### src/scss_pkg.sv
// Package for the system clock source select block.
// Assumes one 40 MHz sampling clock and 8-bit registers.
package scss_pkg;
    localparam int          CLK_MHZ        = 40;
    localparam int          ADDR_W         = 3;
    localparam int          DATA_W         = 8;
    // Register offsets
    localparam logic [2:0]  SYS_CLOCK_CTRL_REG_OFS     = 3'h0;
    localparam logic [2:0]  INTERNAL_FAST_CTRL_REG_OFS = 3'h1;
    localparam logic [2:0]  FAST_XTAL_CTRL_REG_OFS     = 3'h2;
    localparam logic [2:0]  SLOW_XTAL_CTRL_REG_OFS     = 3'h3;
    localparam logic [2:0]  PIN_SHARE_CTRL_REG_OFS     = 3'h4;
    // Field positions
    localparam int          SCC_CKS_LSB    = 5;
    localparam int          SCC_FHS_BIT    = 3;
    localparam int          SCC_FSS_BIT    = 2;
    localparam int          SCC_FHIDEN_BIT = 1;
    localparam int          SCC_FSIDEN_BIT = 0;
    localparam int          FRQ_SEL_LSB    = 2;
    localparam int          MODE_BIT       = 2;
    localparam int          FLAG_BIT       = 1;
    localparam int          EN_BIT         = 0;
    localparam int          PIN_OSC_BIT    = 0;
    // Reset values
    localparam logic [7:0]  SCC_RST        = 8'h00;
    localparam logic [7:0]  INTERNAL_FAST_CTRL_REG_RST      = 8'h01;
    localparam logic [7:0]  HXTC_RST       = 8'h00;
    localparam logic [7:0]  LXTC_RST       = 8'h00;
    localparam logic [7:0]  PIN_RST        = 8'h00;
    // System clock select codes
    localparam logic [2:0]  CKS_FAST       = 3'h0;
    localparam logic [2:0]  CKS_SUB        = 3'h7;
    // Internal fast RC frequency codes
    localparam logic [1:0]  FRQ_8MHZ       = 2'h0;
    localparam logic [1:0]  FRQ_12MHZ      = 2'h1;
    localparam logic [1:0]  FRQ_16MHZ      = 2'h2;
    localparam logic [1:0]  FRQ_8MHZ_ALT   = 2'h3;
    // Switch delay: current system clock periods before the swap
    localparam logic [2:0]  SWITCH_SYS_PERIODS = 3'h4;
    // Source edges counted before an oscillator is trusted
    localparam int          STB_W          = 12;
    localparam logic [11:0] FAST_RC_OSC_STB_EDGES = 12'h010;
    localparam logic [11:0] HXT_STB_EDGES  = 12'h100;
    localparam logic [11:0] LXT_STB_EDGES  = 12'h400;
endpackage

### src/scss_top.sv
// System clock source select, fast clock divider and oscillator control.
// Assumes oscillator outputs arrive as asynchronous levels sampled by clock,
// which must run well above twice the fastest oscillator.
// Operation
// - Fast clock: crystal or RC by select
// - Sub clock: crystal or RC by select
// - Three-bit field picks system clock source
// - Fast clock divided by 2 up to 64
// - Fast RC runs 8/12/16 MHz per option
// - Slow crystal enable starts it, wait start-up
// - Fast oscillator in slow mode follows enable
// - Running fast clocks stay for peripherals
// - Halt gates CPU clock, timer clock continues only with wdt_enable, FSIDEN set or slow RC as sub source
// - Pin bits give slow crystal pins' function
// - Codes 000 fast, 001-110 divided, 111 sub
// - Fast select 0 RC, 1 crystal
// - Slow select 0 RC, 1 crystal
// - Switch waits four system periods plus alignment
//
// Implementation choices: the address map and the address-and-strobe port.
`timescale 1ns/100ps

module scss_stable #(
    parameter logic [11:0] EDGES = 12'h010
) (
    input  wire logic        clock,
    input  wire logic        resetn,
    input  wire logic        ce,
    input  wire logic        run,
    input  wire logic        rise,
    output logic             stable_ff
);
    import scss_pkg::*;
    logic [STB_W-1:0] cnt_ff;

    // Counting real source edges, not time, proves the oscillator runs
    always_ff @(posedge clock or negedge resetn) begin
        if (!resetn) begin
            cnt_ff    <= '0;
            stable_ff <= 1'b0;
        end else if (ce) begin
            if (!run) begin
                cnt_ff    <= '0;
                stable_ff <= 1'b0;
            end else if (rise && !stable_ff) begin
                cnt_ff    <= cnt_ff + 12'h001;
                stable_ff <= (cnt_ff + 12'h001 >= EDGES);
            end
        end
    end
endmodule

module scss_switch #(
    parameter int SW = 1
) (
    input  wire logic                 clock,
    input  wire logic                 resetn,
    input  wire logic                 ce,
    input  wire logic [(1<<SW)-1:0]   lvl,
    input  wire logic [SW-1:0]        want,
    input  wire logic                 ready,
    input  wire logic                 sys_rise,
    output logic      [SW-1:0]        sel_ff,
    output logic                      out_ff
);
    import scss_pkg::*;
    logic [2:0] wait_ff;

    always_ff @(posedge clock or negedge resetn) begin
        if (!resetn) begin
            wait_ff <= 3'h0;
        end else if (ce) begin
            if (want == sel_ff || !ready) begin
                wait_ff <= 3'h0;
            end else if (sys_rise && wait_ff != SWITCH_SYS_PERIODS) begin
                wait_ff <= wait_ff + 3'h1;
            end
        end
    end

    // Swap after a low output cycle with old and new low: no runt either way
    always_ff @(posedge clock or negedge resetn) begin
        if (!resetn) begin
            sel_ff <= '0;
        end else if (ce) begin
            if (want != sel_ff && ready && wait_ff == SWITCH_SYS_PERIODS
                    && !out_ff && !lvl[sel_ff] && !lvl[want]) begin
                sel_ff <= want;
            end
        end
    end

    always_ff @(posedge clock or negedge resetn) begin
        if (!resetn) begin
            out_ff <= 1'b0;
        end else if (ce) begin
            out_ff <= lvl[sel_ff];
        end
    end
endmodule

module scss_top (
    input  wire logic                           clock,
    input  wire logic                           resetn,
    input  wire logic                           ce,
    input  wire logic [scss_pkg::ADDR_W-1:0]    addr,
    input  wire logic [scss_pkg::DATA_W-1:0]    wdata,
    input  wire logic                           wr,
    input  wire logic                           rd,
    output logic      [scss_pkg::DATA_W-1:0]    rdata,
    input  wire logic                           fast_crystal_osc,
    input  wire logic                           fast_rc_osc,
    input  wire logic                           slow_crystal_osc,
    input  wire logic                           slow_rc_osc,
    input  wire logic [1:0]                     cfg_fast_rc_freq,
    input  wire logic                           halt,
    input  wire logic                           wdt_enable,
    output logic                                fast_crystal_en,
    output logic                                fast_crystal_mode,
    output logic                                fast_rc_en,
    output logic      [1:0]                     fast_rc_freq,
    output logic      [1:0]                     fast_rc_trim,
    output logic                                slow_crystal_en,
    output logic                                slow_crystal_speedup,
    output logic                                slow_rc_en,
    output logic                                slow_crystal_pins_osc,
    output logic                                sys_clk,
    output logic                                cpu_clk,
    output logic                                fast_periph_clk,
    output logic      [5:0]                     fast_div_clk,
    output logic                                sub_periph_clk,
    output logic                                timer_clk
);
    import scss_pkg::*;

    logic [7:0] scc_ff;
    logic [7:0] internal_fast_ctrl_reg_ff;
    logic [7:0] hxtc_ff;
    logic [7:0] lxtc_ff;
    logic [7:0] pin_ff;
    logic [7:0] rdata_ff;
    logic [5:0] sync1_ff;
    logic [5:0] sync2_ff;
    logic [3:0] prev_ff;
    logic [3:0] rise;
    logic       fast_rc_osc_st;
    logic       hxt_st;
    logic       lxt_st;
    logic       slow_rc_osc_st;
    logic       fast_lvl;
    logic       sub_lvl;
    logic       sys_lvl;
    logic       fast_prev_ff;
    logic       sys_prev_ff;
    logic [5:0] div_ff;
    logic       fast_rdy;
    logic       sub_rdy;
    logic       sys_rdy;
    logic       fast_need;
    logic       sub_need;
    logic       hold_fast;
    logic       hold_sub;
    logic       rc_run_ff;
    logic       xt_run_ff;
    logic       lxt_run_ff;
    logic       slow_rc_osc_run_ff;
    logic [1:0] freq_ff;
    logic       cpu_ff;
    logic       fper_ff;
    logic       sper_ff;
    logic       tmr_ff;
    logic [7:0] sys_lvls;
    logic       sys_rise;

    // Oscillators and the option strap are foreign to clock
    always_ff @(posedge clock or negedge resetn) begin
        if (!resetn) begin
            sync1_ff <= '0;
            sync2_ff <= '0;
        end else if (ce) begin
            sync1_ff <= {cfg_fast_rc_freq, slow_rc_osc, slow_crystal_osc, fast_rc_osc, fast_crystal_osc};
            sync2_ff <= sync1_ff;
        end
    end

    always_ff @(posedge clock or negedge resetn) begin
        if (!resetn) begin
            prev_ff <= '0;
        end else if (ce) begin
            prev_ff <= sync2_ff[3:0];
        end
    end
    assign rise = sync2_ff[3:0] & ~prev_ff;

    // Register writes
    always_ff @(posedge clock or negedge resetn) begin
        if (!resetn) begin
            scc_ff   <= SCC_RST;
            internal_fast_ctrl_reg_ff <= INTERNAL_FAST_CTRL_REG_RST;
            hxtc_ff  <= HXTC_RST;
            lxtc_ff  <= LXTC_RST;
            pin_ff   <= PIN_RST;
        end else if (ce && wr) begin
            case (addr)
                SYS_CLOCK_CTRL_REG_OFS:     scc_ff   <= wdata & 8'hef;
                INTERNAL_FAST_CTRL_REG_OFS: internal_fast_ctrl_reg_ff <= wdata & 8'h0d;
                FAST_XTAL_CTRL_REG_OFS:     hxtc_ff  <= wdata & 8'h05;
                SLOW_XTAL_CTRL_REG_OFS:     lxtc_ff  <= wdata & 8'h05;
                PIN_SHARE_CTRL_REG_OFS:     pin_ff   <= wdata & 8'h01;
                default: begin
                end
            endcase
        end
    end

    // Reads show live stable flags; unmapped offsets read zero
    always_ff @(posedge clock or negedge resetn) begin
        if (!resetn) begin
            rdata_ff <= 8'h00;
        end else if (ce) begin
            if (rd) begin
                case (addr)
                    SYS_CLOCK_CTRL_REG_OFS:     rdata_ff <= scc_ff;
                    INTERNAL_FAST_CTRL_REG_OFS: rdata_ff <= internal_fast_ctrl_reg_ff | {6'h00, fast_rc_osc_st, 1'b0};
                    FAST_XTAL_CTRL_REG_OFS:     rdata_ff <= hxtc_ff | {6'h00, hxt_st, 1'b0};
                    SLOW_XTAL_CTRL_REG_OFS:     rdata_ff <= lxtc_ff | {6'h00, lxt_st, 1'b0};
                    PIN_SHARE_CTRL_REG_OFS:     rdata_ff <= pin_ff;
                    default:                    rdata_ff <= 8'h00;
                endcase
            end else begin
                rdata_ff <= 8'h00;
            end
        end
    end

    // Oscillator run control
    assign fast_need = (!halt && scc_ff[7:5] != CKS_SUB) || (halt && scc_ff[SCC_FHIDEN_BIT]);
    assign sub_need  = !halt || scc_ff[SCC_FSIDEN_BIT];
    assign hold_fast = halt && !scc_ff[SCC_FHIDEN_BIT];
    assign hold_sub  = halt && !scc_ff[SCC_FSIDEN_BIT];

    always_ff @(posedge clock or negedge resetn) begin
        if (!resetn) begin
            rc_run_ff   <= 1'b1;
            xt_run_ff   <= 1'b0;
            lxt_run_ff  <= 1'b0;
            slow_rc_osc_run_ff <= 1'b1;
        end else if (ce) begin
            // In slow mode the fast oscillator runs only if its enable is set
            rc_run_ff   <= ((fast_need && !scc_ff[SCC_FHS_BIT]) || internal_fast_ctrl_reg_ff[EN_BIT]) && !hold_fast;
            xt_run_ff   <= ((fast_need && scc_ff[SCC_FHS_BIT]) || hxtc_ff[EN_BIT]) && !hold_fast;
            lxt_run_ff  <= ((sub_need && scc_ff[SCC_FSS_BIT]) || lxtc_ff[EN_BIT]) && !hold_sub;
            slow_rc_osc_run_ff <= !hold_sub || wdt_enable || !scc_ff[SCC_FSS_BIT];
        end
    end

    scss_stable #(.EDGES(HXT_STB_EDGES)) u_hxt_st (
        .clock(clock), .resetn(resetn), .ce(ce), .run(xt_run_ff), .rise(rise[0]), .stable_ff(hxt_st));
    scss_stable #(.EDGES(FAST_RC_OSC_STB_EDGES)) u_fast_rc_osc_st (
        .clock(clock), .resetn(resetn), .ce(ce), .run(rc_run_ff), .rise(rise[1]), .stable_ff(fast_rc_osc_st));
    scss_stable #(.EDGES(LXT_STB_EDGES)) u_lxt_st (
        .clock(clock), .resetn(resetn), .ce(ce), .run(lxt_run_ff), .rise(rise[2]), .stable_ff(lxt_st));
    scss_stable #(.EDGES(FAST_RC_OSC_STB_EDGES)) u_slow_rc_osc_st (
        .clock(clock), .resetn(resetn), .ce(ce), .run(slow_rc_osc_run_ff), .rise(rise[3]), .stable_ff(slow_rc_osc_st));

    // Fast clock source: 0 RC, 1 crystal
    assign fast_rdy = scc_ff[SCC_FHS_BIT] ? hxt_st : fast_rc_osc_st;
    scss_switch #(.SW(1)) u_fast_sw (
        .clock    (clock),
        .resetn   (resetn),
        .ce       (ce),
        .lvl      ({sync2_ff[0], sync2_ff[1]}),
        .want     (scc_ff[SCC_FHS_BIT]),
        .ready    (fast_rdy),
        .sys_rise (sys_rise),
        .sel_ff   (),
        .out_ff   (fast_lvl)
    );

    // Sub clock source: 0 RC, 1 crystal
    assign sub_rdy = scc_ff[SCC_FSS_BIT] ? lxt_st : slow_rc_osc_st;
    scss_switch #(.SW(1)) u_sub_sw (
        .clock    (clock),
        .resetn   (resetn),
        .ce       (ce),
        .lvl      ({sync2_ff[2], sync2_ff[3]}),
        .want     (scc_ff[SCC_FSS_BIT]),
        .ready    (sub_rdy),
        .sys_rise (sys_rise),
        .sel_ff   (),
        .out_ff   (sub_lvl)
    );

    // Ripple of the fast clock: bit n is fast clock divided by 2^(n+1)
    always_ff @(posedge clock or negedge resetn) begin
        if (!resetn) begin
            fast_prev_ff <= 1'b0;
            div_ff       <= '0;
        end else if (ce) begin
            fast_prev_ff <= fast_lvl;
            if (fast_lvl && !fast_prev_ff) begin
                div_ff <= div_ff + 6'h01;
            end
        end
    end

    // Candidate levels indexed by the select code
    assign sys_lvls = {sub_lvl, div_ff, fast_lvl};
    assign sys_rdy  = (scc_ff[7:5] == CKS_SUB) ? sub_rdy : fast_rdy;
    scss_switch #(.SW(3)) u_sys_sw (
        .clock    (clock),
        .resetn   (resetn),
        .ce       (ce),
        .lvl      (sys_lvls),
        .want     (scc_ff[7:5]),
        .ready    (sys_rdy),
        .sys_rise (sys_rise),
        .sel_ff   (),
        .out_ff   (sys_lvl)
    );

    always_ff @(posedge clock or negedge resetn) begin
        if (!resetn) begin
            sys_prev_ff <= 1'b0;
        end else if (ce) begin
            sys_prev_ff <= sys_lvl;
        end
    end
    assign sys_rise = sys_lvl && !sys_prev_ff;

    // Gated and peripheral clocks
    always_ff @(posedge clock or negedge resetn) begin
        if (!resetn) begin
            cpu_ff  <= 1'b0;
            fper_ff <= 1'b0;
            sper_ff <= 1'b0;
            tmr_ff  <= 1'b0;
            freq_ff <= FRQ_8MHZ;
        end else if (ce) begin
            cpu_ff  <= sys_lvl && !halt;
            fper_ff <= fast_lvl && !hold_fast;
            sper_ff <= sub_lvl && !hold_sub;
            tmr_ff  <= sync2_ff[3] && slow_rc_osc_run_ff;
            // Code 11 is a duplicate of 8 MHz
            freq_ff <= (sync2_ff[5:4] == FRQ_8MHZ_ALT) ? FRQ_8MHZ : sync2_ff[5:4];
        end
    end

    assign rdata                 = rdata_ff;
    assign fast_crystal_en       = xt_run_ff;
    assign fast_crystal_mode     = hxtc_ff[MODE_BIT];
    assign fast_rc_en            = rc_run_ff;
    assign fast_rc_freq          = freq_ff;
    assign fast_rc_trim          = internal_fast_ctrl_reg_ff[FRQ_SEL_LSB+1:FRQ_SEL_LSB];
    assign slow_crystal_en       = lxt_run_ff;
    assign slow_crystal_speedup  = lxtc_ff[MODE_BIT];
    assign slow_rc_en            = slow_rc_osc_run_ff;
    assign slow_crystal_pins_osc = pin_ff[PIN_OSC_BIT];
    assign sys_clk               = sys_lvl;
    assign cpu_clk               = cpu_ff;
    assign fast_periph_clk       = fper_ff;
    assign fast_div_clk          = div_ff;
    assign sub_periph_clk        = sper_ff;
    assign timer_clk             = tmr_ff;
endmodule

### config.mk
export PLATFORM = sky130hd
export DESIGN_NAME = scss_top
export DESIGN_NICKNAME = d
export VERILOG_FILES = /design/src/scss_pkg.sv /design/src/scss_top.sv
export SDC_FILE = /design/constraint.sdc
export NUM_CORES = 1
export LEC_CHECK = 0
export ABC_AREA = 1
export ABC_CLOCK_PERIOD_IN_PS = 3900
export BUFFER_PORTS_ARGS = -buffer_cell sky130_fd_sc_hd__buf_2
export CAP_MARGIN = 10
export CORE_UTILIZATION = 60
export DETAILED_ROUTE_END_ITERATION = 8
export PLACE_DENSITY = 0.8
export SYNTH_ARGS = -nofsm -noshare
export SYNTH_HDL_FRONTEND = slang
export SYNTH_HIERARCHICAL = 1
export SYNTH_SLANG_ARGS = --single-unit
### constraint.sdc
create_clock -name clock -period 3.9 [get_ports clock]
set_input_delay 0.78 -clock clock [delete_from_list [all_inputs] [get_ports clock]]
set_output_delay 0.78 -clock clock [all_outputs]
set_load 0.02 [all_outputs]
# == Word level (Yosys, flattened, before mapping) ==
# Index checks and enable logic that the tools add are counted.
# W data, S select, Z words.
# word_totals
register_bits,126
input_bits,24
out_inout_bits,30
wordCells,218
# op_classes
addsub,8
n_lt_le_gt_ge,10
n_eq_ne,23
n_mux,40
bitwise,5
n_reduce_logical,94
# ops
operator,n
$mux W12,8
$add A12 B1 Y12 const B,4
$pmux W8 S5,1
$logic_and A1 B1 Y1,39
$reduce_and A2 Y1,16
$logic_not A1 Y1,25
$ge A12 B5 Y1 const B,2
$mux W1,21
$mux W3,6
$eq A3 B3 Y1 const B,5
$ge A12 B11 Y1 const B,1
$ge A12 B9 Y1 const B,1
$ne A3 B3 Y1 const B,4
$logic_or A1 B1 Y1,10
$add A3 B1 Y3 const B,3
$lt A1 B2 Y1 const B,4
$lt A3 B4 Y1 const B,2
$mux W8,1
$ne A2 B1 Y1 const B,4
$add A6 B1 Y6 const B,1
$bmux W1 S3,2
$eq A3 B2 Y1 const B,2
$or A3 B2 Y3,2
$reduce_bool A2 Y1,3
11 further kinds,13

# == Depth between registers and ports, before layout ==
# Gate-level depths: netlist of the first run.
# depth
word_depth,8
mapped_depth,11
depth_no_buf,10

# == Cells and area by module ==
# The synthesis of the first run kept the hierarchy.
# modules_own_cells
mod,n_inst,cells_each,area_per_inst_um2,seq_area_each_um2
scss_top,1,287,2444.8,1405.1
scss_stable at u_fast_rc_osc_st ...,2,114,813.3,325.3
scss_stable at u_lxt_st,1,102,754.5,325.3
scss_stable at u_hxt_st,1,103,730.7,325.3
scss_switch at u_fast_sw ...,2,53,352.8,125.1
scss_switch at u_sys_sw,1,97,623.1,175.2

# == Worst setup path after synthesis of the first run ==
# No wires, ideal clock.
# synth_timing
path_kind,input to register
from,input port addr[1] (netlist name)
to,register scc_ff[0]
setup_time_ns,0.119
arrival_time_ns,1.422
required_time_ns,3.781
path_slack_ns,2.359
cell_stages,6
path_buffers,0
cell_sequence,nor2_2 > inv_2 > nor2_4 > nand2_2 > nand2_1 > o21ai_2
# synth_between
elab_chain_cells,2
# synth_rtl
item,line_no,rtl
from (decl),scss_top.sv:106,"input wire logic [scss_pkg::ADDR_W-1:0] addr,"
$logic_not A3 Y1,scss_top.sv:204,case (addr)
$reduce_and A2 Y1 (no line),n/a,
to (signal assigned),scss_top.sv:205,SYS_CLOCK_CTRL_REG_OFS: scc_ff <= wdata & 8'hef;
to (decl),scss_top.sv:136,logic [7:0] scc_ff;
# No other way between the ends.
# A chain may end at the register's enable or synchronous reset.

# == Final worst setup path of the first run ==
# layout_timing
from,input port ce
to,register u_hxt_st.cnt_ff[6]
# layout_between
elab_chain_cells,1
# layout_rtl
item,line_no,rtl
from (decl),scss_top.sv:105,"input wire logic ce,"
$reduce_and A2 Y1 (no line),n/a,
to (signal assigned),scss_top.sv:46,cnt_ff <= cnt_ff + 12'h001;
to (decl),scss_top.sv:34,logic [STB_W-1:0] cnt_ff;
# No other way between the ends.

==> results of run 1 <==
==> registers in the layout (all words and copies together), names as in the netlist, 2 cells and up <==
| signal | count |
|---|---|
| u_fast_rc_osc_st/cnt_ff | 12 |
| u_hxt_st/cnt_ff | 12 |
| u_lxt_st/cnt_ff | 12 |
| u_slow_rc_osc_st/cnt_ff | 12 |
| rdata | 7 |
| scc_ff | 7 |
| fast_div_clk | 6 |
| sync1_ff | 6 |
| sync2_ff | 6 |
| prev_ff | 4 |
| internal_fast_ctrl_reg_ff | 3 |
| u_fast_sw/wait_ff | 3 |
| u_sub_sw/wait_ff | 3 |
| u_sys_sw/sel_ff | 3 |
| u_sys_sw/wait_ff | 3 |
| fast_rc_freq | 2 |
| hxtc_ff | 2 |
| lxtc_ff | 2 |
==> where the power goes <==
| part | switching (mW) | internal, mW |
|---|---|---|
| Combinational | 0.467 | 0.254 |
| Clock | 0.523 | 0.879 |
| Sequential | 0.203 | 1.47 |
| Total | 1.19 | 2.60 |
==> worst paths after layout <==
path                                                                  to  slack, ns  cells past startpoint
worst min register to register               fast_rc_freq[0]$_DFFE_PN0P_       0.45                      1
worst min-delay path              u_slow_rc_osc_st/cnt_ff[3]$_DFFE_PN0P_       0.41                      1
worst max-delay path                      u_hxt_st/cnt_ff[6]$_DFFE_PN0P_       1.80                      6
max in group asynchronous       internal_fast_ctrl_reg_ff[0]$_DFFE_PN1P_       2.64                      2
worst max register to register            u_sys_sw/sel_ff[0]$_DFFE_PN0P_       2.03                      8
min in group clock                           fast_rc_freq[0]$_DFFE_PN0P_       0.45                      1
==> through the flow <==
stage / instances / hold WS [ns]
after global placement: 1103 / 0.436
after detailed placement: 1103 / 0.447
after floorplan: 923 / 0.433
after global routing: 1135 / 0.458
final: 1135 / 0.406
after CTS: 1135 / 0.427
==> layout make-up <==
cell class / instances / share of cell area (%)
clock inverter: 1 / 0.0644
clock buffer: 31 / 6.66
timing repair buffer: 55 / 3.86
inverter: 120 / 5.86
tap: 140 / 2.25
sequential: 125 / 40.3
multi-input combinational: 663 / 41.0
==> cell usage in the layout, fill, tap and decap left out, types with 5 or more instances in the layout <==
master	count
a21oi_1	18
buf_2	50
clkbuf_1	10
clkbuf_16	17
dfrtp_1	122
ha_1	11
inv_1	112
inv_2	5
nand2_1	293
nand2_2	22
nand3_1	87
nand4_1	16
nor2_1	82
nor2_2	8
nor2_4	7
o21ai_0	71
xnor2_1	6
xor2_1	6
==> layer usage <==
layer / GRT usage [%] / up-vias / wire, µm
met5: 0 / - / 0
met4: 10.1 / 0 / 208
met3: 6.93 / 15 / 691
met2: 44.4 / 158 / 6930
met1: 35.7 / 2796 / 6960
li1: - / 3056 / -
==> cells by family after synthesis <==
family	count (synthesis)	share of synthesized area, %
AND/OR/NAND/NOR	528	33.5
buffers and inverters	135	8.16
flip-flops	125	45.5
AO/OA/AOI/OAI	109	8.94
XOR/XNOR	12	1.53
adder cells (fa/ha/maj)	11	2.00
multiplexers	2	0.327
other	1	0.0545
==> summary.txt, run 1 <==
Routing
  – WL final: 14,800 µm
  – Vias per cell: approximately 5.3
  – Routed Antenna Nets: 0
  – Residual DRC: 0
  – First DRT Iteration DRCs: between 500 and 600
  – Drt pass-1 iters: 5
  – WL/cell: approximately 13 µm
  – Via count: 6,025

Power and ir drop
  – Leak: 3.86 nW
  – Pwr/cell area: 488 mW/mm²
  – Worst VDD drop: 432 µV
  – Total power: ~3.8 mW

Yosys
  – Post-synth EDFFs: 0
  – Synth top area share: approximately 44%
  – Top cell type by total area after synthesis: dfrtp_1
  – Ys async rst share: 100%
  – Top post-synthesis cells by area: dfrtp_1, nand2_1, nand3_1
  – Synthesized area: 0.00689 mm²
  – Mapped Nets: 958
  – Register area share after synthesis: 45.5%
  – Mapped Cells: a little over 900
  – Post-synthesis cell type count: 40
  – Synthesis Warnings: 6
  – Seq cells post-synth: between 100 and 150
  – Most frequent cell after synthesis: nand2_1
  – Top cells by instance count after synthesis: nand2_1, dfrtp_1, inv_1
  – Syn avg cell area: roughly 7.5 µm²
  – Top_reg_cell synth: dfrtp_1

Critical path
  – Cell family with most CP delay: buffers and inverters
  – Setup crit start: ce
  – Critical path class: in -> reg
  – Worst Path Required: around 4.2 ns
  – Delay of the slowest critical-path stage: 0.57 ns
  – RR Startpoint: scc_ff[2]$_DFFE_PN0P_
  – Slowest stage cell, crit path: buf_2
  – Crit path max fanout: 40
  – Worst path bufs/invs: 2
  – Startpoint Class: input pin
  – Crit path cell chain: buf_2 > nand2_2 > inv_1 > nand3_1 > o21ai_0 > a21oi_1
  – Worst Setup End Kind: flip-flop
  – Worst EP arrival: 2.38 ns

Timing
  – Fraction of the cycle the final worst path needs: 53.9%
  – FMAX: between 400 and 500 MHz
  – Final clock skew: 0.00648 ns
  – RSZ-0062 raised after global routing: false
  – Slew HR: 50.7%
  – Tightest Pin Transition: around 0.74 ns
  – Setup WS post-layout: 1.80 ns
  – Final setup fails: 0
  – Pins over their slew limit: 0
  – Post-route minimum period: 2.10 ns
  – Setup TNS: 0 ns
  – Fin. Hold Viols: 0

Clock network
  – Post-CTS setup buffer count: 0
  – Clock latency at the later pin of the worst-skew pair: 0.42 ns
  – Hold-fix buffers, CTS: 0
  – Cts repair resizes: 0
  – Clock Sinks: roughly 130
  – CTS tree: built
  – Max clock buf depth: 2
  – H-tree levels: 4
  – Root buffer cell: clkbuf_16
  – Total CTS buffers: 17
  – CTS clock-pin slew for the worst setup and hold paths: 0.05 ns

Floorplanning
  – Area of the die: 0.0119 mm²
  – Row count: 38
  – Core Box Area: about 0.011 mm²
  – Ports: 54
  – Die width: 109 µm
  – Initial Util: 62.4%
  – Chip height: 109 µm

Place
  – Port Buffers: ~50
  – Gpl congestion: roughly 0.86
  – Pre-CTS setup slack: 1.43 ns
  – Post-DP HPWL: 10,200 µm
  – Area post-placement: 0.00725 mm²

Cells and area
  – Register area: around 0.0031 mm²
  – Final core occ: 70.5%
  – Antenna fix cells: 0
  – Final std cell area, no fill: around 0.0078 mm²
  – Area Overhead vs Synth: 13.0%
  – Layout cells sized above 1: 13.8%
  – Number of fill cells: roughly 900
  – Final #Nets: 1,017
  – Area occupied by multi-input gates: 0.00319 mm²

Global route
  – Vias in the first global route: roughly 5,600
  – Grt total ovfl: 0
  – Initial antenna violation count: 0
  – Global Route Usage Sum: 27.5%
  – Largest net degree at the start of global routing: 72
  – First-pass GRT wire length: 25,200 µm

Outcome
  – Status: finished clean

Run
  – MaxCap Viol Count: 0

Min path
  – Worst min path class: in -> async
No activity file was read; power rests on OpenSTA's default activity.
==> inputs of run 2 (changes only) <==
--- a/config.mk
+++ b/config.mk
@@ -5,8 +5,8 @@
 export SDC_FILE = /design/constraint.sdc
 export NUM_CORES = 1
 export LEC_CHECK = 0
-export ABC_AREA = 1
-export ABC_CLOCK_PERIOD_IN_PS = 3900
+export ABC_AREA = 0
+export ABC_CLOCK_PERIOD_IN_PS = 2000
 export BUFFER_PORTS_ARGS = -buffer_cell sky130_fd_sc_hd__buf_2
 export CAP_MARGIN = 10
 export CORE_UTILIZATION = 60
==> constraint.sdc (replaced) <==
create_clock -name clock -period 2 [get_ports clock]
set_input_delay 0.4 -clock clock [delete_from_list [all_inputs] [get_ports clock]]
set_output_delay 0.4 -clock clock [all_outputs]
set_load 0.02 [all_outputs]
==> summary.txt, run 2 <==
Outcome
  – Status: finished clean

Timing
  – Final setup fails: 0 (unchanged)
  – FMAX: around 530 MHz
  – Post-route minimum period: 1.90 ns
  – Setup TNS: 0 ns (unchanged)
  – Final clock skew: 0.00629 ns (-0.000192 ns)
  – Fraction of the cycle the final worst path needs: 95.1%
  – Pins over their slew limit: 0 (unchanged)
  – Hold WS: 0.219 ns (-0.187 ns)
  – RSZ-0062 raised after global routing: false
  – Fin. Hold Viols: 0 (unchanged)
  – Setup WS post-layout: 0.0984 ns (-1.70 ns)

Yosys
  – Mapped Cells: 647 (-30%)
  – Top cell type by total area after synthesis: dfrtp_1
  – Post-synth EDFFs: 0 (unchanged)
  – Top_reg_cell synth: dfrtp_1
  – Synthesized area: 0.00680 mm² (-1.2%)
  – Main combinational cell family by area after synthesis: simple AND/OR/NAND/NOR gates
  – Synthesis Warnings: 6 (unchanged)
  – Post-Synth Simple-Gate Area: 19.6% (-14 points)
  – Syn avg cell area: 10.5 µm² (+41%)
  – Mapped Nets: 682 (-29%)
  – Top post-synthesis cells by area: dfrtp_1, mux2_2, o21ai_0
  – Top cells by instance count after synthesis: dfrtp_1, o21ai_0, mux2_2, nand2_1, inv_1
  – Multiplexer share of the synthesized area: 10.5% (+10 points)
  – Most frequent cell after synthesis: dfrtp_1
  – Compound-Gate Fraction of Synth Area: 14.8% (+5.9 points)
  – Adder-Cell Fraction of Synth Area: 2.02% (+0.024 points)
  – Seq cells post-synth: 125 (unchanged)
  – Ys async rst share: 100% (unchanged)
  – Synth top area share: 44.9% (+0.54 points)
  – Xor/xnor share of the synthesized area: 2.32% (+0.79 points)
  – Post-synthesis cell type count: 79 (+98%)
  – Register area share after synthesis: 46.0% (+0.55 points)

Place
  – Placed cell count: 834 (-24%)
  – Gpl congestion: 0.858 (-0.45%)
  – Port Buffers: 51 (unchanged)
  – Area post-placement: 0.00729 mm² (+0.55%)
  – Post-DP HPWL: 10,200 µm (+0.15%)
  – Pre-CTS setup slack: 0.0830 ns (-1.35 ns)

Routing
  – WL final: 15,400 µm (+4.0%)
  – Via count: 5,460 (-9.4%)
  – Vias per cell: 6.30 (+19%)
  – Residual DRC: 0 (unchanged)
  – Drt pass-1 iters: 5 (unchanged)
  – WL/cell: 17.7 µm (+36%)
  – First DRT Iteration DRCs: 391 (-23%)
  – Routed Antenna Nets: 0 (unchanged)

Cells and area
  – Final #Nets: 749 (-26%)
  – Commonest non-fill, non-tap cell in the layout: dfrtp_1
  – Final std cell area, no fill: 0.00798 mm² (+2.6%)
  – Antenna fix cells: 0 (unchanged)
  – Layout cells sized above 1: 25.4% (+12 points)
  – Most frequent cells in the layout: dfrtp_1, o21ai_0, buf_2
  – Layout Cells excl Fill: 867 (-24%)
  – Final core occ: 73.0% (+2.4 points)
  – Area Overhead vs Synth: 17.3%

Global route
  – Grt total ovfl: 0 (unchanged)
  – First-pass GRT wire length: 25,200 µm (+0.19%)
  – Initial antenna violation count: 0 (unchanged)
  – Vias in the first global route: 5,153 (-7.3%)
  – Global Route Usage Sum: 27.9% (+0.36 points)
  – Largest net degree at the start of global routing: 71 (-1.4%)

Critical path
  – Slowest stage cell, crit path: mux4_1
  – Cell family with most CP delay: multiplexers
  – RR Startpoint: fast_div_clk[2]$_DFFE_PN0P_
  – Worst EP arrival: 2.20 ns (-0.18 ns)
  – Worst Setup End Kind: flip-flop
  – Worst Path Required: 2.30 ns (-1.88 ns)
  – Worst path bufs/invs: 0 (-2)
  – Delay of the slowest critical-path stage: 0.52 ns (-0.05 ns)
  – Crit path cell chain: mux4_1 > mux2i_1 > and4bb_4 > mux2_2
  – Startpoint Class: flip-flop
  – CP endpoint: u_sys_sw/sel_ff[2]$_DFFE_PN0P_
  – Crit path max fanout: 6 (-85%)
  – Worst r2r dst: u_sys_sw/sel_ff[2]$_DFFE_PN0P_
  – Setup crit start: fast_div_clk[2]$_DFFE_PN0P_
  – Crit path depth: 4 (-2)
  – Reg2Reg Setup Slack: 0.1 ns (-1.93 ns)
  – R2R depth: 4 (-4)
  – Critical path class: reg -> reg

Run
  – MaxCap Viol Count: 0 (unchanged)

Clock network
  – Root buffer cell: clkbuf_16
  – Clock Sinks: 125 (unchanged)
  – Clock latency at the later pin of the worst-skew pair: 0.41 ns (about the same)
  – Total CTS buffers: 17 (unchanged)
  – Post-CTS setup buffer count: 0 (unchanged)
  – Max clock buf depth: 2 (unchanged)
  – CTS tree: built
  – CTS clock-pin slew for the worst setup and hold paths: 0.06 ns (about the same)
  – H-tree levels: 4 (unchanged)

Power and ir drop
  – Pwr/cell area: 1030 mW/mm² (+110%)
  – Worst VDD drop: 793 µV (+84%)
  – Leak: 3.50 nW (-9.3%)
  – Total power: 8.24 mW (+120%)

Floorplanning
  – Area of the die: 0.0118 mm² (-1.2%)
  – Initial Util: 62.2% (-0.21 points)
  – Core Box Area: 0.0109 mm² (-0.86%)
  – Chip height: 108 µm (-0.59%)
  – Ports: 54 (unchanged)
  – Die width: 108 µm (-0.59%)
  – Row count: 38 (unchanged)

Min path
  – Worst min path class: in -> reg
-- run 2: cell types whose count changed in the layout (fill, tap and decap cells not counted), sizes merged, moves of 23 or more --
| cell | delta |
|---|---|
| inv | -85 |
| nand2 | -272 |
| buf | +23 |
| nand3 | -65 |
| nor2 | -72 |
| mux2 | +41 |
-- run 2: layout make-up --
type                       count  area (µm²)
sequential                   125        3130
clock buffer                  21         460
clock inverter                11         211
tap                          140         175
inverter                      33         124
fill                         741        2960
timing repair buffer          79         520
multi-input combinational    458        3350
-- run 2: metal layers --
metal	part of all wire [%]	track usage (%)	wire, µm	vias to the layer above
met5	0	0	0	-
met4	0.91	7.82	140	0
met3	4.5	7.17	692	11
met2	49	44.4	7590	153
met1	45	37.7	6950	2756
li1	-	-	-	2540
-- run 2: kinds of logic after synthesis --
kind of cell    count (synthesis)
flops                         125
buf+inv                        64
compound gates                154
mux                            60
simple gates                  214
fa+ha+maj                      11
xor+xnor                       18
other cells                     1
-- run 2: what timing repair did --
action | CTS | global route
endpoints found under the setup margin | 0 | 3
endpoints found under the hold margin | 5 | 0
gates resized for setup | 0 | 1
hold buffers | 1 | 0
-- run 2: worst min path at each step --
stage,endpoint,from,slack (ns),depth (start not counted)
6_report,sync1_ff[0]$_DFFE_PN0P_,fast_crystal_osc,0.22,2
3_5_place_dp,u_slow_rc_osc_st/cnt_ff[8]$_DFFE_PN0P_,resetn,0.43,2
3_3_place_gp,u_slow_rc_osc_st/cnt_ff[8]$_DFFE_PN0P_,resetn,0.43,2
2_1_floorplan,cpu_clk$_DFFE_PN0P_,resetn,0.10,0
5_1_grt,sync1_ff[1]$_DFFE_PN0P_,fast_rc_osc,0.21,2
4_1_cts,sync1_ff[0]$_DFFE_PN0P_,fast_crystal_osc,0.21,2
-- run 2: power breakdown --
group / switching [mW] / internal, mW
combinational: 0.853 / 0.645
clock: 1.11 / 2.40
sequential: 0.376 / 2.86
==> inputs of run 3 (changes only) <==
--- a/config.mk
+++ b/config.mk
@@ -9,9 +9,8 @@
 export ABC_CLOCK_PERIOD_IN_PS = 2000
 export BUFFER_PORTS_ARGS = -buffer_cell sky130_fd_sc_hd__buf_2
 export CAP_MARGIN = 10
-export CORE_UTILIZATION = 60
+export CORE_UTILIZATION = 25
 export DETAILED_ROUTE_END_ITERATION = 8
-export PLACE_DENSITY = 0.8
 export SYNTH_ARGS = -nofsm -noshare
 export SYNTH_HDL_FRONTEND = slang
 export SYNTH_HIERARCHICAL = 1
==> summary.txt, run 3 (synthesis results as in run 2) <==
Outcome
  – Status: finished clean

Critical path
  – R2R depth: 4 (unchanged)
  – Critical path class: reg -> reg
  – Worst EP arrival: 2.22 ns (+0.02 ns)
  – Worst path bufs/invs: 0 (unchanged)
  – Reg2Reg Setup Slack: 0.08 ns (-0.02 ns)
  – Crit path max fanout: 7 (+1)
  – Startpoint Class: flip-flop
  – Worst Path Required: 2.30 ns (about the same)
  – Cell family with most CP delay: multiplexers
  – Worst r2r dst: u_sys_sw/sel_ff[1]$_DFFE_PN0P_
  – Worst Setup End Kind: flip-flop
  – Delay of the slowest critical-path stage: 0.52 ns (about the same)
  – Setup crit start: scc_ff[5]$_DFFE_PN0P_
  – CP endpoint: u_sys_sw/sel_ff[1]$_DFFE_PN0P_
  – Crit path depth: 4 (unchanged)
  – Slowest stage cell, crit path: mux4_2
  – RR Startpoint: scc_ff[5]$_DFFE_PN0P_
  – Crit path cell chain: mux4_2 > mux2i_1 > and4bb_4 > mux2_2

Global route
  – Largest net degree at the start of global routing: 41 (-42%)
  – First-pass GRT wire length: 26,700 µm (+5.8%)
  – Vias in the first global route: 5,014 (-2.7%)
  – Grt total ovfl: 0 (unchanged)
  – Global Route Usage Sum: 12.1% (-16 points)
  – Initial antenna violation count: 0 (unchanged)

Cells and area
  – Register area: 0.00313 mm² (about the same)
  – Area occupied by multi-input gates: 0.00335 mm² (about the same)
  – Commonest non-fill, non-tap cell in the layout: dfrtp_1
  – Most frequent cells in the layout: dfrtp_1, o21ai_0, buf_2
  – Final #Nets: 762 (+1.7%)
  – Number of fill cells: 2,710 (+270%)
  – Layout cells sized above 1: 27.2% (+1.7 points)
  – Antenna fix cells: 0 (unchanged)
  – Area Overhead vs Synth: 21.3%

Power and ir drop
  – Leak: 3.52 nW (+0.43%)
  – Total power: 8.01 mW (-2.8%)
  – Pwr/cell area: 971 mW/mm² (-6.0%)
  – Worst VDD drop: 560 µV (-29%)

Clock network
  – H-tree levels: 4 (unchanged)
  – Total CTS buffers: 17 (unchanged)
  – Clock Sinks: 125 (unchanged)
  – Max clock buf depth: 2 (unchanged)
  – CTS clock-pin slew for the worst setup and hold paths: 0.06 ns (about the same)
  – Clock latency at the later pin of the worst-skew pair: 0.42 ns (about the same)
  – Root buffer cell: clkbuf_16
  – CTS tree: built

Routing
  – Residual DRC: 0 (unchanged)
  – Drt pass-1 iters: 4 (-1)
  – WL final: 16,200 µm (+5.3%)
  – Routed Antenna Nets: 0 (unchanged)
  – First DRT Iteration DRCs: 228 (-42%)
  – Via count: 5,219 (-4.4%)
  – WL/cell: 15.0 µm (-16%)
  – Vias per cell: 4.83 (-23%)

Floorplanning
  – Initial Util: 25.4% (-37 points)
  – Area of the die: 0.0279 mm² (+140%)
  – Row count: 60 (+58%)
  – Ports: 54 (unchanged)
  – Die width: 167 µm (+54%)
  – Chip height: 167 µm (+54%)
  – Core Box Area: 0.0268 mm² (+150%)

Timing
  – Setup TNS: 0 ns (unchanged)
  – Final setup fails: 0 (unchanged)
  – Pins over their slew limit: 0 (unchanged)
  – FMAX: 522 MHz (-0.79%)
  – Hold WS: 0.214 ns (-0.00559 ns)
  – Final clock skew: 0.00712 ns (+0.000839 ns)
  – Fraction of the cycle the final worst path needs: 95.8% (+0.76 points)
  – Fin. Hold Viols: 0 (unchanged)
  – RSZ-0062 raised after global routing: false
  – Post-route minimum period: 1.92 ns (+0.0152 ns)

Run
  – MaxCap Viol Count: 0 (unchanged)

Place
  – Port Buffers: 51 (unchanged)
  – Post-DP HPWL: 11,600 µm (+14%)
  – Gpl congestion: 0.780 (-9.1%)

Min path
  – Worst min path class: in -> reg
-- run 3: cell count changes in the layout (fill, tap and decap cells not counted), sizes merged --
| cell | delta |
|---|---|
| bufinv | -2 |
| clkinvlp | +1 |
| inv | -1 |
| clkinv | +2 |
| buf | +13 |
-- run 3: worst min path at each step --
stage	from	end	cells past startpoint
detailed placement	resetn	sync1_ff[2]$_DFFE_PN0P_	1
floorplan	resetn	cpu_clk$_DFFE_PN0P_	0
finish	cfg_fast_rc_freq[1]	sync1_ff[5]$_DFFE_PN0P_	2
global placement	resetn	sync1_ff[2]$_DFFE_PN0P_	1
CTS	cfg_fast_rc_freq[0]	sync1_ff[4]$_DFFE_PN0P_	2
global route	cfg_fast_rc_freq[1]	sync1_ff[5]$_DFFE_PN0P_	2
-- run 3: final cells by class --
type                            instances  area share (%)
Tap cell                              341            5.17
Sequential cell                       125            38.0
Clock inverter                         11            2.03
Timing Repair Buffer                   92            7.34
Inverter                               33            1.50
Multi-Input combinational cell        458            40.6
Clock buffer                           21            5.34
-- run 3: through the flow --
| stage | area [µm²] | setup slack, ns | cells | utilization (%) |
|---|---|---|---|---|
| 6_report | 8250 | 0.0832 | 1081 | 30.8 |
| 2_1_floorplan | 6800 | 0.134 | 647 | - |
| 4_1_cts | 8250 | 0.0344 | 1080 | 30.8 |
| 5_1_grt | 8250 | 0.0230 | 1081 | 30.8 |
| 3_5_place_dp | 7620 | -0.0210 | 1046 | 28.4 |
| 3_3_place_gp | 7620 | 0.0790 | 1046 | 28.4 |
-- run 3: worst register-to-register path, delay by kind of cell, from the launching register on --
| kind | cells | cell delay [ns] |
|---|---|---|
| DFF | 1 | 0.45 |
| muxes | 3 | 1.06 |
| and+or+nand+nor | 1 | 0.29 |
-- run 3: layer usage --
layer	wire length, µm	part of all wire, %	up-vias	track usage (%)
li1	-	-	2557	-
met1	8240	51	2580	17.0
met2	7280	45	75	18.3
met3	543	3.4	7	2.97
met4	133	0.82	0	3.62
met5	0	0	-	0
-- run 3: repair_timing --
action,4_1_cts,5_1_grt
hold endpoints to repair,25,0
setup endpoints to repair,3,3
cloned,0,0
gates resized for setup,2,4
hold buffers,1,0
buffers inserted,1,1
-- run 3: report_power, final --
| part | switching (mW) | leakage [nW] | total [mW] | internal, mW |
|---|---|---|---|---|
| clock network | 1.17 | 0.291 | 3.25 | 2.08 |
| logic | 0.873 | 1.60 | 1.55 | 0.675 |
| registers | 0.353 | 1.62 | 3.21 | 2.86 |
| total | 2.40 | 3.52 | 8.01 | 5.61 |
